--- src/verilog/ipv_pkg.sv ---
// Purpose: Shared constants for the interrupt priority and vectoring block
// Assumes: Twelve sources, index 0 is polled first within a level
// Notes: Vector addresses are 16-bit program counter values
package ipv_pkg;
    localparam int NSRC = 12;
    // Poll order within a level
    localparam int SRC_SUPPLY = 0;
    localparam int SRC_RTC = 1;
    localparam int SRC_ENERGY = 2;
    localparam int SRC_WDOG = 3;
    localparam int SRC_TEMP = 4;
    localparam int SRC_EXT0 = 5;
    localparam int SRC_TMR0 = 6;
    localparam int SRC_EXT1 = 7;
    localparam int SRC_TMR1 = 8;
    localparam int SRC_SERIAL = 9;
    localparam int SRC_UART = 10;
    localparam int SRC_TMR2 = 11;
    // Vector addresses
    localparam logic [15:0] VEC_EXT0 = 16'h0003;
    localparam logic [15:0] VEC_TMR0 = 16'h000b;
    localparam logic [15:0] VEC_EXT1 = 16'h0013;
    localparam logic [15:0] VEC_TMR1 = 16'h001b;
    localparam logic [15:0] VEC_UART = 16'h0023;
    localparam logic [15:0] VEC_TMR2 = 16'h002b;
    localparam logic [15:0] VEC_TEMP = 16'h0033;
    localparam logic [15:0] VEC_SERIAL = 16'h003b;
    localparam logic [15:0] VEC_SUPPLY = 16'h0043;
    localparam logic [15:0] VEC_ENERGY = 16'h004b;
    localparam logic [15:0] VEC_RTC = 16'h0053;
    localparam logic [15:0] VEC_WDOG = 16'h005b;
    // Reset values
    localparam logic [NSRC-1:0] PEND_RST = 12'h000;
    localparam logic [7:0] BYTE_RST = 8'h00;
    localparam logic [15:0] PC_RST = 16'h0000;
    localparam int DEPTH = 2;
    typedef enum logic [1:0] {
        LVL_NONE = 2'b00,
        LVL_LOW = 2'b01,
        LVL_HIGH = 2'b10,
        LVL_TOP = 2'b11
    } ipv_level_t;
endpackage
--- src/verilog/ipv_ctrl.sv ---
// Purpose: Latch, arbitrate and vector twelve interrupt sources to the core
// Assumes: Core gives one-cycle strobes for instruction end, return and register access
// Notes: PC stack holds DEPTH entries; each push saves the PC and the interrupted level
`timescale 1ns/100ps
// What this block does
// Equal-level requests granted in fixed poll order
// Supply monitor alone in the top level
// Temperature request has no visible flag
// Auto-clear zeroes each energy byte after read
// Reading high energy byte clears only it
// Wake-up event makes external request pending
// Enabled external wake request loads its vector
// Sleep blocks pin changes to external flags
// RTC, temperature, serial latched until service entry
// Clearing RTC flags keeps RTC request pending
// Clearing serial status keeps serial request pending
// Latched requests wait while disabled, then serviced
// Merged vectors never auto-clear on entry
// External flag auto-clears only when edge triggered
// Low-level external keeps re-entering while low
// Grant pushes PC, then loads vector
// Return pops saved PC to resume
// Vectors for externals, timers, UART
// Vectors for temperature, serial, supply, energy, RTC, watchdog
// Watchdog high priority, global enable ignored
// One instruction after return or register access
// Enables gate grants; only higher levels preempt
module ipv_ctrl
    import ipv_pkg::*;
(
    input wire logic mclk,
    input wire logic rst_n,
    input wire logic sleep_mode,
    input wire logic ext_pin_0,
    input wire logic ext_pin_1,
    input wire logic ext0_trigger_type,
    input wire logic ext1_trigger_type,
    input wire logic wake_ext0,
    input wire logic wake_ext1,
    input wire logic supply_monitor_irq,
    input wire logic rtc_interval_irq,
    input wire logic energy_dsp_irq,
    input wire logic watchdog_irq,
    input wire logic temperature_adc_irq,
    input wire logic timer0_overflow_flag,
    input wire logic timer1_overflow_flag,
    input wire logic timer2_overflow_flag,
    input wire logic timer2_external_flag,
    input wire logic serial_port_irq,
    input wire logic uart_receive_flag,
    input wire logic uart_transmit_flag,
    input wire logic ext0_flag_clear,
    input wire logic ext1_flag_clear,
    input wire logic [ipv_pkg::NSRC-1:0] src_enable,
    input wire logic global_int_enable,
    input wire logic [ipv_pkg::NSRC-1:0] src_high_prio,
    input wire logic read_clear_select,
    input wire logic [2:0] energy_status_set,
    input wire logic [7:0] energy_set_bits,
    input wire logic [2:0] energy_status_read,
    input wire logic insn_done,
    input wire logic reti_exec,
    input wire logic ie_ip_access,
    input wire logic [15:0] pc_current,
    output logic ext0_request_flag,
    output logic ext1_request_flag,
    output logic [7:0] energy_status_high,
    output logic [7:0] energy_status_mid,
    output logic [7:0] energy_status_low,
    output logic vector_load,
    output logic [15:0] vector_addr,
    output logic [15:0] pc_push,
    output logic [15:0] pc_return,
    output logic pc_return_valid,
    output logic [1:0] active_level
);
    import ipv_pkg::*;

    logic ext0_reg, ext1_reg, ext0_next, ext1_next;
    logic [2:0] latch_reg, latch_next;
    logic [7:0] est_reg [3];
    logic [7:0] est_next [3];
    logic hold_reg;
    logic [1:0] act_reg, act_next;
    logic [15:0] stk_reg [DEPTH];
    logic [1:0] lvl_stk_reg [DEPTH];
    logic [1:0] sp_reg;
    logic [15:0] vec_reg, push_reg, ret_reg;
    logic load_reg, retv_reg;

    // Vector table lookup by poll index
    function automatic logic [15:0] vec_of(input logic [3:0] i);
        case (i)
            4'h0: vec_of = VEC_SUPPLY;
            4'h1: vec_of = VEC_RTC;
            4'h2: vec_of = VEC_ENERGY;
            4'h3: vec_of = VEC_WDOG;
            4'h4: vec_of = VEC_TEMP;
            4'h5: vec_of = VEC_EXT0;
            4'h6: vec_of = VEC_TMR0;
            4'h7: vec_of = VEC_EXT1;
            4'h8: vec_of = VEC_TMR1;
            4'h9: vec_of = VEC_SERIAL;
            4'ha: vec_of = VEC_UART;
            4'hb: vec_of = VEC_TMR2;
            default: vec_of = PC_RST;
        endcase
    endfunction

    // Pin level or edge per trigger type; sleep masks pin events but not wake-ups
    wire ext0_fall = ext0_trigger_type ? 1'b0 : !ext_pin_0;
    wire ext1_fall = ext1_trigger_type ? 1'b0 : !ext_pin_1;
    logic pin0_d, pin1_d;
    wire ext0_evt = ext0_trigger_type ? (pin0_d & !ext_pin_0) : ext0_fall;
    wire ext1_evt = ext1_trigger_type ? (pin1_d & !ext_pin_1) : ext1_fall;
    wire ext0_set = (!sleep_mode & ext0_evt) | wake_ext0;
    wire ext1_set = (!sleep_mode & ext1_evt) | wake_ext1;

    // Request vector in poll order; latched sources use internal copies
    wire [NSRC-1:0] req_o;
    assign req_o[SRC_SUPPLY] = supply_monitor_irq;
    assign req_o[SRC_RTC] = latch_reg[0];
    assign req_o[SRC_ENERGY] = energy_dsp_irq;
    assign req_o[SRC_WDOG] = watchdog_irq;
    assign req_o[SRC_TEMP] = latch_reg[1];
    assign req_o[SRC_EXT0] = ext0_reg;
    assign req_o[SRC_TMR0] = timer0_overflow_flag;
    assign req_o[SRC_EXT1] = ext1_reg;
    assign req_o[SRC_TMR1] = timer1_overflow_flag;
    assign req_o[SRC_SERIAL] = latch_reg[2];
    assign req_o[SRC_UART] = uart_receive_flag | uart_transmit_flag;
    assign req_o[SRC_TMR2] = timer2_overflow_flag | timer2_external_flag;

    // Enable gating; watchdog bypasses the global enable
    wire [NSRC-1:0] wd_bit = NSRC'(1) << SRC_WDOG;
    wire [NSRC-1:0] armed = req_o & src_enable & ({NSRC{global_int_enable}} | wd_bit);
    // Level split: supply alone on top, watchdog forced high
    wire [NSRC-1:0] sup_bit = NSRC'(1) << SRC_SUPPLY;
    wire [NSRC-1:0] top_req = armed & sup_bit;
    wire [NSRC-1:0] hi_req = armed & ~sup_bit & (src_high_prio | wd_bit);
    wire [NSRC-1:0] lo_req = armed & ~sup_bit & ~(src_high_prio | wd_bit);

    logic top_f, hi_f, lo_f;
    logic [3:0] hi_i, lo_i;
    ipv_pick u_hi (.req(hi_req), .found(hi_f), .idx(hi_i));
    ipv_pick u_lo (.req(lo_req), .found(lo_f), .idx(lo_i));
    assign top_f = |top_req;

    // Only a strictly higher level than the running one may preempt
    wire take_top = top_f & (act_reg != LVL_TOP);
    wire take_hi = !take_top & hi_f & (act_reg < LVL_HIGH);
    wire take_lo = !take_top & !take_hi & lo_f & (act_reg == LVL_NONE);
    // Grant only at an instruction boundary, not right after return or access
    wire grant = insn_done & !hold_reg & !reti_exec & !ie_ip_access
                 & (take_top | take_hi | take_lo);
    wire [3:0] gidx = take_top ? 4'(SRC_SUPPLY) : (take_hi ? hi_i : lo_i);
    wire [1:0] glvl = take_top ? LVL_TOP : (take_hi ? LVL_HIGH : LVL_LOW);
    wire [NSRC-1:0] gone = grant ? (NSRC'(1) << gidx) : '0;
    wire pop = reti_exec & (sp_reg != 2'd0);

    // Flag and latch updates; set beats service clear
    always_comb begin
        // Edge-mode flags clear on entry or by software; level mode follows the pin
        ext0_next = ext0_trigger_type ? ((ext0_reg & !gone[SRC_EXT0] & !ext0_flag_clear)
                    | ext0_set) : (sleep_mode ? (ext0_reg | wake_ext0) : ext0_set);
        ext1_next = ext1_trigger_type ? ((ext1_reg & !gone[SRC_EXT1] & !ext1_flag_clear)
                    | ext1_set) : (sleep_mode ? (ext1_reg | wake_ext1) : ext1_set);
        // Only service entry removes these; software flag clears never reach here
        latch_next[0] = (latch_reg[0] & !gone[SRC_RTC]) | rtc_interval_irq;
        latch_next[1] = (latch_reg[1] & !gone[SRC_TEMP]) | temperature_adc_irq;
        latch_next[2] = (latch_reg[2] & !gone[SRC_SERIAL]) | serial_port_irq;
        for (int b = 0; b < 3; b++) begin
            est_next[b] = ((read_clear_select & energy_status_read[b]) ? BYTE_RST : est_reg[b])
                          | (energy_status_set[b] ? energy_set_bits : BYTE_RST);
        end
        act_next = act_reg;
        if (grant)
            act_next = glvl;
        else if (pop)
            act_next = lvl_stk_reg[sp_reg[0] ^ 1'b1];
    end

    // Previous pin levels for edge detection
    always_ff @(posedge mclk or negedge rst_n) begin
        if (!rst_n) begin
            pin0_d <= 1'b1;
            pin1_d <= 1'b1;
        end else begin
            pin0_d <= ext_pin_0;
            pin1_d <= ext_pin_1;
        end
    end

    // Request state; merged sources are never cleared here
    always_ff @(posedge mclk or negedge rst_n) begin
        if (!rst_n) begin
            ext0_reg <= 1'b0;
            ext1_reg <= 1'b0;
            latch_reg <= 3'b000;
            est_reg[0] <= BYTE_RST;
            est_reg[1] <= BYTE_RST;
            est_reg[2] <= BYTE_RST;
        end else begin
            ext0_reg <= ext0_next;
            ext1_reg <= ext1_next;
            latch_reg <= latch_next;
            est_reg <= est_next;
        end
    end

    // Hold off one instruction after return or enable/priority access
    always_ff @(posedge mclk or negedge rst_n) begin
        if (!rst_n)
            hold_reg <= 1'b0;
        else if (reti_exec | ie_ip_access)
            hold_reg <= 1'b1;
        else if (insn_done)
            hold_reg <= 1'b0;
    end

    // PC and level stacks; a return resumes the level it interrupted
    always_ff @(posedge mclk or negedge rst_n) begin
        if (!rst_n) begin
            sp_reg <= 2'd0;
            stk_reg[0] <= PC_RST;
            stk_reg[1] <= PC_RST;
            lvl_stk_reg[0] <= LVL_NONE;
            lvl_stk_reg[1] <= LVL_NONE;
            act_reg <= LVL_NONE;
            vec_reg <= PC_RST;
            push_reg <= PC_RST;
            ret_reg <= PC_RST;
            load_reg <= 1'b0;
            retv_reg <= 1'b0;
        end else begin
            act_reg <= act_next;
            load_reg <= grant;
            retv_reg <= pop;
            if (grant) begin
                stk_reg[sp_reg[0]] <= pc_current;
                lvl_stk_reg[sp_reg[0]] <= act_reg;
                sp_reg <= sp_reg + 2'd1;
                push_reg <= pc_current;
                vec_reg <= vec_of(gidx);
            end else if (pop) begin
                ret_reg <= stk_reg[sp_reg[0] ^ 1'b1];
                sp_reg <= sp_reg - 2'd1;
            end
        end
    end

    assign ext0_request_flag = ext0_reg;
    assign ext1_request_flag = ext1_reg;
    assign energy_status_high = est_reg[2];
    assign energy_status_mid = est_reg[1];
    assign energy_status_low = est_reg[0];
    assign vector_load = load_reg;
    assign vector_addr = vec_reg;
    assign pc_push = push_reg;
    assign pc_return = ret_reg;
    assign pc_return_valid = retv_reg;
    assign active_level = act_reg;

    // Checks
    property p_vec_follows;
        @(posedge mclk) disable iff (!rst_n)
        grant |=> vector_load && vector_addr == vec_of($past(gidx));
    endproperty
    a_vec_follows: assert property (p_vec_follows) else $error("vector wrong");
    property p_no_grant_after_reti;
        @(posedge mclk) disable iff (!rst_n)
        reti_exec |=> !grant;
    endproperty
    a_no_grant_after_reti: assert property (p_no_grant_after_reti) else $error("early grant");
    property p_wd_ignores_ea;
        @(posedge mclk) disable iff (!rst_n)
        !global_int_enable && grant |-> gidx == 4'(SRC_WDOG);
    endproperty
    a_wd_ignores_ea: assert property (p_wd_ignores_ea) else $error("masked grant");
    property p_rtc_held;
        @(posedge mclk) disable iff (!rst_n)
        latch_reg[0] && !gone[SRC_RTC] |=> latch_reg[0];
    endproperty
    a_rtc_held: assert property (p_rtc_held) else $error("rtc lost");
    property p_serial_held;
        @(posedge mclk) disable iff (!rst_n)
        latch_reg[2] && !gone[SRC_SERIAL] |=> latch_reg[2];
    endproperty
    a_serial_held: assert property (p_serial_held) else $error("serial lost");
    property p_hi_clear;
        @(posedge mclk) disable iff (!rst_n)
        read_clear_select && energy_status_read == 3'b100 && energy_status_set[2:1] == 2'b00
        |=> energy_status_high == 8'h00 && $stable(energy_status_mid);
    endproperty
    a_hi_clear: assert property (p_hi_clear) else $error("byte clear");
    property p_sleep_freeze;
        @(posedge mclk) disable iff (!rst_n)
        sleep_mode && !wake_ext0 && ext0_reg && !gone[SRC_EXT0] && !ext0_flag_clear
        |=> ext0_reg;
    endproperty
    a_sleep_freeze: assert property (p_sleep_freeze) else $error("flag moved");
    property p_sleep_no_set;
        @(posedge mclk) disable iff (!rst_n)
        sleep_mode && !wake_ext0 && !ext0_reg |=> !ext0_reg;
    endproperty
    a_sleep_no_set: assert property (p_sleep_no_set) else $error("pin set flag");
    property p_order;
        @(posedge mclk) disable iff (!rst_n)
        grant && take_hi |-> (hi_req & ((NSRC'(1) << gidx) - NSRC'(1))) == '0;
    endproperty
    a_order: assert property (p_order) else $error("poll order");
endmodule

--- src/verilog/ipv_pick.sv ---
// Purpose: Fixed-order pick of the first asserted request in a mask
// Assumes: Bit 0 is polled first
// Notes: Purely combinational
`timescale 1ns/100ps
module ipv_pick
    import ipv_pkg::*;
(
    input wire logic [ipv_pkg::NSRC-1:0] req,
    output logic found,
    output logic [3:0] idx
);
    // Scan from the last bit down so the lowest index wins
    always_comb begin
        found = 1'b0;
        idx = 4'h0;
        for (int i = NSRC - 1; i >= 0; i--) begin
            if (req[i]) begin
                found = 1'b1;
                idx = 4'(i);
            end
        end
    end
endmodule

--- config.mk ---
export PLATFORM = sky130hd
export DESIGN_NAME = ipv_ctrl
export DESIGN_NICKNAME = d
export VERILOG_FILES = /design/src/verilog/ipv_pkg.sv /design/src/verilog/ipv_ctrl.sv /design/src/verilog/ipv_pick.sv
export SDC_FILE = /design/constraint.sdc
export NUM_CORES = 1
export LEC_CHECK = 0
export ABC_AREA = 1
export BUFFER_PORTS_ARGS = -buffer_cell sky130_fd_sc_hd__buf_4
export CAP_MARGIN = 10
export CORE_ASPECT_RATIO = 1.75
export CORE_MARGIN = 2
export CORE_UTILIZATION = 55
export CTS_BUF_LIST = sky130_fd_sc_hd__clkbuf_4 sky130_fd_sc_hd__clkbuf_8
export CTS_CLUSTER_DIAMETER = 200
export DETAILED_ROUTE_END_ITERATION = 10
export PLACE_DENSITY_LB_ADDON = 0.1
export RECOVER_POWER = 100
export SETUP_SLACK_MARGIN = 0.02
export SYNTH_ARGS = -nofsm -noshare
export SYNTH_HDL_FRONTEND = slang
export SYNTH_SLANG_ARGS = --single-unit
--- constraint.sdc ---
create_clock -name mclk -period 6.04 [get_ports mclk]
set_input_delay 0.302 -clock mclk [delete_from_list [all_inputs] [get_ports mclk]]
set_output_delay 0.302 -clock mclk [all_outputs]
set_load 0.03 [all_outputs]
# Yosys cells after proc, flatten, opt, wreduce, memory -nomap -nowiden
# Memory sizes are Yosys's and may differ from the RTL's. A register that Yosys moved wholly into a read port is not among the register bits.
# Index checks and enable logic that the tools add are counted.
# word_totals
register_bits,122
input_bits,82
out_inout_bits,78
n_memories,1
romBits,96
# classes
reduce_logical,22
mux,83
magnitude_cmp,4
n_eq_ne,1
addsub,2
n_shift,1
bitwise_logic,51
# mem_list
memory,words,word_bits,rd,rd_clocked_by_memory_dff,write_ports,line_no,source
(name not given),16,6,1,1,0,ipv_ctrl.sv:93,case (i)
# ops
operator,count
2-to-1 mux 4 bit,26
2-to-1 mux 16 bit,4
bitwise AND 12 bit,4
2-to-1 mux 8 bit,6
bitwise mux 32 bit,1
2-to-1 mux 1 bit,32
bitwise AND 1 bit,25
OR 8 bit,3
2-to-1 mux 2 bit,10
demux 16 bit (select 1 bit),1
zero test 1 bit,16
OR 1 bit,14
NOT 12 bit,1
2-to-1 mux 10 bit,1
left shift 1 x 4 -> 10 bit (first input constant),1
nonzero test 2 bit,3
bitwise mux 4 bit,1
>= comparator 2 bit (second input constant),2
NOT 1 -> 2 bit,2
adder 2 x 1 -> 2 bit (second input constant),1
demux 2 bit (select 1 bit),1
zero test 2 bit,1
< comparator 2 x 1 -> 1 bit (second input constant),1
< comparator 2 bit (second input constant),1
5 further kinds,6

# Longest topological paths before layout
# Gate-level depths: netlist of the first run.
# depth
word_depth,30
depth_mapped,22

# By module
# A second synthesis of the first run with hierarchy kept.
# unflattened
cells_unflattened,632
area_unflattened_um2,5378.9
# modules_own_cells
module,area_per_inst_um2,cells_per_inst,instances
ipv_ctrl,5068.6,562,1
ipv_pick,155.1,35,2

# Worst setup path before layout of the first run
# No wires, ideal clock.
# synth_timing
path_type,flip-flop to flip-flop
start,"register ext0_reg, in the netlist ext0_request_flag"
end,"register vec_reg[4], in the netlist vector_addr[4]"
setup_slack_ns,3.819
required_time_ns,5.963
path_stages_with_launch,15
path_buffers,0
arrival_ns,2.144
period_less_slack_ns,2.221
setup_ns,0.077
path_cell_list,dfrtp_1 > nand4_1 > and2_1 > nand2_2 > nor2_2 > nand2_2 > nand2_4 > nand2_4 > o21ai_1 > inv_1 > ha_1 > inv_1 > o21ai_0 > nor2_1 > a21oi_1
# synth_via
elab_chain_cells,17
# synth_rtl
element,line_no,source
"start, declared",ipv_ctrl.sv:79,"logic ext0_reg, ext1_reg, ext0_next, ext1_next;"
"start signal, assigned",ipv_ctrl.sv:204,ext0_reg <= ext0_next;
bitwise AND 12 bit * (2 in series),ipv_ctrl.sv:136,wire [NSRC-1:0] armed = req_o & src_enable & ({NSRC{global_int_enable}} | wd_bit);
bitwise AND 12 bit,ipv_ctrl.sv:140,wire [NSRC-1:0] hi_req = armed & ~sup_bit & (src_high_prio | wd_bit);
2-to-1 mux 1 bit (6 in series),ipv_pick.sv:17,if (req[i]) begin
bitwise AND 1 bit (2 in series),ipv_ctrl.sv:151,wire take_hi = !take_top & hi_f & (act_reg < LVL_HIGH);
zero test 1 bit,ipv_ctrl.sv:152,wire take_lo = !take_top & !take_hi & lo_f & (act_reg == LVL_NONE);
bitwise AND 1 bit (3 in series),ipv_ctrl.sv:152,
OR 1 bit,ipv_ctrl.sv:155,& (take_top | take_hi | take_lo);
bitwise AND 1 bit,ipv_ctrl.sv:155,
"end, declared",ipv_ctrl.sv:88,"logic [15:0] vec_reg, push_reg, ret_reg;"
# Every way passes the cells marked *; elsewhere a longest branch is shown, timed or not.
# A chain may end at the register's enable or synchronous reset.

==> results of run 1 <==
[critical path, delay by kind of cell]
kind,cells,cell delay (ns)
buffers and inverters,3,3.29
[synthesized netlist by cell type]
library cell / number / area share
nand2_4: 6 / 0.013
or2_2: 2 / 0.0024
clkinv_1: 1 / 0.00073
nor2_2: 2 / 0.0024
nand2_1: 167 / 0.12
inv_4: 1 / 0.0012
a21oi_1: 5 / 0.0049
conb_1: 1 / 0.00073
dfrtp_1: 109 / 0.53
o311ai_0: 2 / 0.0034
nand4_1: 18 / 0.022
nor2_1: 40 / 0.029
nand3_1: 13 / 0.013
o211ai_1: 2 / 0.0029
and3_1: 1 / 0.0012
o21ai_2: 12 / 0.020
buf_6: 7 / 0.015
clkbuf_2: 1 / 0.00097
o21ai_1: 21 / 0.020
nor3_4: 1 / 0.0032
inv_2: 3 / 0.0022
a21o_1: 1 / 0.0015
dfstp_2: 2 / 0.010
buf_2: 4 / 0.0039
inv_1: 61 / 0.045
xor2_1: 1 / 0.0017
buf_4: 12 / 0.018
ha_1: 5 / 0.012
a31oi_1: 16 / 0.019
o21bai_1: 1 / 0.0015
and2_1: 2 / 0.0024
o21ai_0: 54 / 0.053
clkbuf_1: 7 / 0.0051
nand2_2: 13 / 0.016
[cells by family (layout without fill, tap and decap cells)]
group,Yosys count,in the layout,share of synthesized area
adders and majority gates,5,5,0.0122
buffers and inverters,97,232,0.0915
and+or+nand+nor,265,265,0.226
AOI/OAI and AO/OA,114,114,0.127
other,1,10,0.000729
xor gates and xnor gates,1,1,0.00170
DFF,111,111,0.541
[layout make-up]
cell class,count,area [µm²],share of cell area
clock buffers,9,124,0.0203
inverters,66,249,0.0408
clock inverters,7,103,0.0168
repair buffers,150,860,0.141
multi-input cells,395,1840,0.302
well taps,120,150,0.0246
flip-flops and latches,111,2780,0.455
[power by group through the flow]
stage / combinational (mW) / sequential [mW] / clock [mW]
after global placement: 1.10 / 1.14 / 0
after detailed placement: 1.13 / 1.15 / 0
after global routing: 1.06 / 1.17 / 0.533
after floorplan: 0.437 / 1.42 / 0
after CTS: 1.13 / 1.14 / 0.505
final: 0.961 / 1.14 / 0.493
[what timing repair did]
action                                 CTS  global route
hold buffers                             1             0
endpoints found under the hold margin   32             0
setup endpoints to repair                0             0
[worst paths after layout]
kind | startpoint | end | depth (start not counted)
max in group mclk | ext1_request_flag | pc_push[4] | 11
worst max-delay path | rst_n | pc_return[0] | 3
min in group asynchronous | rst_n | pc_push[9] | 2
worst min-delay path | ext_pin_1 | pin1_d | 1
worst min register to register | vector_addr[6] | vector_addr[6] | 2
worst max register to register | ext1_request_flag | pc_push[4] | 11
[metrics by stage]
stage,setup slack [ns],hold slack [ns]
6_report,2.49,0.0257
4_1_cts,3.42,0.0149
5_1_grt,1.85,0.0145
3_5_place_dp,3.46,0.265
2_1_floorplan,3.82,0.00641
3_3_place_gp,3.46,0.254
[layer usage]
layer	share of wire	global-route usage	wire length (µm)
met1	0.37	0.259	4530
met2	0.55	0.446	6610
met3	0.047	0.0445	565
met4	0.031	0.116	379
met5	0	0	0
==> out/results.ini, run 1 <==
[critical_path]
worst-path-max-fanout=79
r2r_slack_ns=2.53
cp_slowest_stage_delay_ns=1.52
end_kind=async pin
arrival_ns=3.68
crit_slowest_cell=clkbuf_2
critPathLaunchType=primary input
crit_type=in -> async
crit_chain=dlygate4sd3_1 -> clkbuf_1 -> clkbuf_2
cp_data_required_time_ns=6.17

[floorplanning]
dieArea_um2=10200
core-area_um2=9090
num_rows=46
start_util=0.565
dieHeight_um=132
ios=160
die_w_um=77.1

[finish]
areaGrowthSynthToFinish_pct=18.8
antennaDiodeCount=0
fin_area_um2=6110
fillers=859
stdcell_count=858
post-route-util=0.672
largest_reg_flops=32
final_common_cell=nand2_1
layout_common_cells=nand2_1 (173), dfrtp_1 (109), o21ai_0 (85)
layout-drive-gt1-share=0.160
nets=820

[pwr]
combPwrFrac=0.371
power.density_nw_per_um2=424
p_total_mw=2.59
intPower_mw=1.50
clockPowerShare=0.190
netSwitchingPower_mw=1.09
switching_share=0.422
power_frac_seq=0.439
ir_drop_uv=238
p_leak_nw=3.09

[timing]
fin_worst_skew_ns=0.00976
period_share=0.587
period_needed_ns=3.55
slew_violations=114
rsz0062_at_grt=false
fin_setup_tns_ns=0
hold_viol_final=0
setup_viol=0
fmax_mhz=282
tightest_slew_ns=1.88
slew_headroom=-0.251

[routing]
drt_wl_total_um=12100
drc_errors=0
wl_per_cell_um=14.1
viasPerCell=5.09
ant_nets=0
dr.pass1.iters=4
drt_iter0_markers=218
via_count=4365

[hold_path]
min_path_type=in -> reg

[place]
io_buffers=147
placed_cells=841
dpl_cell_area_um2=6220
hpwl_um=9000
gp_congestion=0.928

[clock_network]
cts_resized=0
max-clock-path-buffers=2
cts_sinks=111
cts_made_buffers=9
cts.clk_slew.worst_paths_ns=0.11
tritoncts=done
cts_setup_buffers=0
cts_root_buf=clkbuf_8
cts_max_level=3
worst_skew_pair.late_latency_ns=0.36

[synthesis]
syn_inst=594
ys_seq_elements=111
synth.distinct_cells=34
synth.yosys.warnings=0
ys_seq_area_frac=0.541
syn_avg_cell_area_um2=8.66
syn-cell-area_um2=5140

[run_status]
violations=capacitance limit, slew limit
outcome=complete, but fails checks

[global_routing]
grtUsageTotal=0.241
grt_pass1_vias=4378
grt_overflow_total=0
antenna_found_initial=0
grt_max_degree=80
grt_pass1_wl_um=19600

[flow_run]
maxCapViolCount=2

No activity file was read; power rests on OpenSTA's default activity.
==> run 2: changes to the inputs <==
- ABC_AREA: 1 -> 0
- CORE_UTILIZATION: 55 -> 48
- clock period: 6.04 -> 3.2 ns (I/O delays scaled with it)
==> run 2 against run 1 <==
Against the previous run: the run still ends with capacitance limit, slew limit left; clock power increased by 74%; count of clock-buffer cells in the layout increased by 3; wire length increased by 1.7%; critical endpoint is now ext1_request_flag; flip-flop and latch count unchanged; synthesized cell count decreased by 31%; non-clock buffer count increased by 13; setup slack got worse by 2.3 ns; critical path depth increased by 3; via count decreased by 12%; hold slack improved by 0.0018 ns; clock skew increased by 0.0085 ns.
==> out/results.ini, run 2 <==
[timing]
period_share=0.931
period_needed_ns=2.98
slew_headroom=-0.304
rsz0062_at_grt=false
fmax_mhz=336
tightest_slew_ns=1.94
setup_slack_ns=0.221
hold_viol_final=0
setup_viol=0
slew_violations=20
fin_worst_skew_ns=0.0182
fin_setup_tns_ns=0

[routing]
drt_iter0_markers=147
dr.pass1.iters=4
drc_errors=0
via_count=3837
drt_wl_total_um=12300
wl_per_cell_um=17.7
viasPerCell=5.51
ant_nets=0

[synthesis]
netlist.area_leader.share=0.535
ys.flop_type=dfrtp_1
yosysTopAreaCell=dfrtp_1
synth_most_common_cell=dfrtp_1
synthTopCellsByArea=dfrtp_1 (54%), mux2_2 (9.7%), a22o_1 (4.1%)
syn-cell-area_um2=5090
ys_seq_area_frac=0.546
ys_seq_elements=111
syn_avg_cell_area_um2=12.5
syn_inst=409
synth.distinct_cells=55
synth_common_cells=dfrtp_1 (109), mux2_2 (44), nand2_1 (36)
synth_edf_count=0
async_flop_share=1.00
synth.yosys.warnings=0

[critical_path]
crit_type=reg -> reg
cp_slowest_stage_delay_ns=0.61
arrival_ns=3.22
critPathLaunchType=flop
end_kind=flop
worst-path-max-fanout=8
cpMostUsedCell=nand4_1
crit_chain=nand4_1 -> nand4_1 -> o41a_4 -> o31ai_2 -> a311oi_1 -> or4_1
r2r_slack_ns=0.22
crit_family=compound AO/OA/AOI/OAI gates
cp_num_buf_inv=0
cp_data_required_time_ns=3.44
crit_slowest_cell=o31ai_2

[place]
gp_congestion=0.873
io_buffers=147
dp_worst_setup_slack_ns=0.191
hpwl_um=9250

[run_status]
violations=capacitance limit, slew limit
outcome=complete, but fails checks

[clock_network]
tritoncts=done
cts_max_level=3
cts_setup_buffers=0
cts_made_buffers=9
cts.clk_slew.worst_paths_ns=0.11
worst_skew_pair.late_latency_ns=0.36
max-clock-path-buffers=2
cts_sinks=111
cts_root_buf=clkbuf_8

[global_routing]
antenna_found_initial=0
grt_pass1_vias=3997
grt_overflow_total=0
grt_max_degree=60
grt_pass1_wl_um=19700
grtUsageTotal=0.225

[floorplanning]
dieHeight_um=140
core-area_um2=10300
start_util=0.495
dieArea_um2=11500
num_rows=49
die_w_um=81.9
ios=160

[finish]
largest_reg_flops=32
final_common_cell=dfrtp_1
layout-drive-gt1-share=0.278
antennaDiodeCount=0
layout_common_cells=dfrtp_1 (109), buf_4 (81), clkbuf_1 (68)
nets=651
areaGrowthSynthToFinish_pct=23.1
fillers=944

[pwr]
power.density_nw_per_um2=705
p_total_mw=4.42
ir_drop_uv=365
p_leak_nw=2.97

[flow_run]
maxCapViolCount=1

[hold_path]
min_path_type=in -> reg

## run 2: cell types whose count changed in the layout (fill, tap and decap cells not counted), sizes merged, moves of 5 or more
cell / delta
nand2: -150
o21ai: -67
inv: -56
mux2: +54
nor2: -29
a22o: +24
mux2i: +18
a31oi: -13
dlygate4sd3: +8
nand4b: +8
buf: +6
nand4: -5
## run 2: final timing paths
kind / from / endpoint / cells after the start
setup / recovery: ext0_request_flag / ext1_request_flag / 6
setup reg to reg: ext0_request_flag / ext1_request_flag / 6
hold reg to reg: pc_return[5] / pc_return[5] / 2
hold / removal: pc_current[14] / stk_reg[14] / 2
max in group asynchronous: rst_n / pc_return[15] / 3
min in group asynchronous: rst_n / energy_status_high[1] / 2
## run 2: per-stage QoR
step	instance area, µm²	std cells	hold WS [ns]	util
3_5_place_dp	6280	671	0.278	0.610
4_1_cts	6580	696	0.0211	0.639
3_3_place_gp	6280	671	0.264	0.610
6_report	6270	696	0.0276	0.609
5_1_grt	6270	696	0.0150	0.609
2_1_floorplan	5130	418	-0.136	-
## run 2: kinds of logic (layout without fill, tap and decap cells)
group,count (synthesis),in the layout,synth area share
flops,111,111,0.546
simple gates,99,99,0.107
compound gates,82,82,0.127
mux,72,72,0.162
buf+inv,37,188,0.0415
fa+ha+maj,5,5,0.0123
xor+xnor,2,2,0.00344
other cells,1,10,0.000736
## run 2: layout make-up
type                    count  area, µm²  area share
flip-flops and latches    111       2780       0.443
multi-input cells         270       2090       0.333
inverters                   9       33.8     0.00539
clock buffers              12        153      0.0243
repair buffers            163       1000       0.160
clock inverters             4       52.6     0.00838
well taps                 127        159      0.0253
## run 2: layer usage
layer	up-vias	track usage	routed length, µm	part of all wire
li1	1793	-	-	-
met1	1875	0.238	4380	0.36
met2	149	0.421	6910	0.56
met3	20	0.0457	693	0.056
met4	0	0.0825	318	0.026
met5	-	0	0	0
## run 2: where the power goes
| part | switching (mW) | internal [mW] | leakage [nW] |
|---|---|---|---|
| combinational | 0.978 | 0.576 | 1.49 |
| sequential | 0.211 | 1.80 | 1.37 |
| clock | 0.454 | 0.405 | 0.108 |
| total | 1.64 | 2.78 | 2.97 |
## run 2: repair_timing
item,4_1_cts,5_1_grt
endpoints found under the setup margin,0,1
hold buffers,9,0
hold endpoints to repair,64,0
resized for setup,0,1
==> run 3: changes to the inputs <==
- CORE_ASPECT_RATIO: 1.75 -> unset
==> run 3 against run 2 <==
Against the previous run: critical path type unchanged; critical path depth increased by 2; the flow now finishes without violations; final cell count increased by 1.6%; global-route usage decreased by 1.8 points; register-to-register slack about the same; hold slack got worse by 0.012 ns; highest routed layer unchanged; non-clock buffer count increased by 2.
==> out/results.ini, run 3 (synthesis gave the netlist of run 2 again) <==
[hold_path]
min_path_type=in -> reg
min-delay-start=ie_ip_access
min_to=hold_reg
min_path_cells=3

[finish]
largest_reg_flops=32
antennaDiodeCount=0
nets=653
layout_common_cells=dfrtp_1 (109), buf_4 (76), clkbuf_1 (72)
areaGrowthSynthToFinish_pct=24.0
stdcell_count=707
layout-drive-gt1-share=0.271
final_common_cell=dfrtp_1

[place]
hpwl_um=8120
io_buffers=147
gp_congestion=0.829
placed_cells=681
dp_worst_setup_slack_ns=0.290

[routing]
drt_wl_total_um=11400
dr.pass1.iters=4
viasPerCell=5.42
ant_nets=0
wl_per_cell_um=16.1
drc_errors=0
drt_iter0_markers=168
via_count=3830

[global_routing]
grtUsageTotal=0.207
antenna_found_initial=0
grt_overflow_total=0
grt_pass1_vias=3853
grt_max_degree=60
grt_pass1_wl_um=18800

[pwr]
p_total_mw=4.49
ir_drop_uv=335
p_leak_nw=2.97
power.density_nw_per_um2=710

[timing]
fin_worst_skew_ns=0.0112
fmax_mhz=337
rsz0062_at_grt=false
fin_setup_tns_ns=0
period_share=0.928
tightest_slew_ns=1.48
slew_violations=0
setup_slack_ns=0.229
period_needed_ns=2.97
setup_viol=0
hold_viol_final=0
slew_headroom=0.0108

[critical_path]
cp_slowest_stage_delay_ns=0.59
crit_type=reg -> reg
arrival_ns=3.23
end_kind=flop
critPathLaunchType=flop
crit_slowest_cell=o41a_4
worst-path-max-fanout=15
startpoint=ext1_request_flag
worstReg2RegEnd=stk_reg[8]
cp_data_required_time_ns=3.46
r2r_slack_ns=0.23
ff2ff_path_depth=8
timing.rr.start=ext1_request_flag
crit_chain=nand4_1 -> nand4_2 -> o41a_4 -> a22oi_4 -> inv_1 -> and2_0 -> clkbuf_4 -> mux2_1

[floorplanning]
num_rows=37
dieArea_um2=11500
ios=160
start_util=0.494
core-area_um2=10300
dieHeight_um=107
die_w_um=107

[clock_network]
cts_sinks=111
holdBufCountCts=9
cts_resized=0
cts.clk_slew.worst_paths_ns=0.11
max-clock-path-buffers=2
tritoncts=done
worst_skew_pair.late_latency_ns=0.37
cts_made_buffers=9
cts_setup_buffers=0
cts_max_level=3
cts_root_buf=clkbuf_8

[run_status]
outcome=completed

[flow_run]
maxCapViolCount=0

## run 3: area by class of cell
cell class	instances	area [µm²]
timing repair buffer	165	1000
fill	891	4000
multi-input combinational	270	2100
sequential	111	2780
clock buffer	9	124
tap	136	170
clock inverter	7	108
inverter	9	33.8
## run 3: layer usage
metal,global-route usage,vias to the layer above,wire (µm)
met5,0,-,0
met4,0.0659,0,160
met3,0.0517,13,694
met2,0.328,121,5370
met1,0.281,1897,5150
li1,-,1799,-
## run 3: worst max-delay path: cells and delay by family, from the launching register on
| kind | cells | cell delay (ns) |
|---|---|---|
| flip-flops | 1 | 0.45 |
| multiplexers | 1 | 0.36 |
| AND/OR/NAND/NOR | 3 | 0.70 |
| buffers and inverters | 2 | 0.52 |
| AO/OA/AOI/OAI | 2 | 0.83 |
## run 3: report_power, final
group	internal, mW	switching [mW]
Combinational	0.571	0.951
Clock	0.452	0.501
Sequential	1.80	0.217
## run 3: worst max path at each step
| stage | endpoint | slack [ns] | cells after the start |
|---|---|---|---|
| floorplan | ext1_request_flag | 0.36 | 9 |
| global placement | ext1_request_flag | 0.33 | 9 |
| detailed placement | ext1_request_flag | 0.29 | 9 |
| CTS | ext1_request_flag | 0.27 | 9 |
| global route | stk_reg[8] | 0.05 | 8 |
| finish | stk_reg[8] | 0.23 | 8 |
## run 3: stage by stage
step,cell area (µm²),util,hold slack (ns)
after detailed placement,6300,0.610,0.272
after floorplan,5130,-,-0.136
after global placement,6300,0.610,0.258
after CTS,6620,0.641,0.000954
after global routing,6320,0.612,0.00441
final,6320,0.612,0.0157
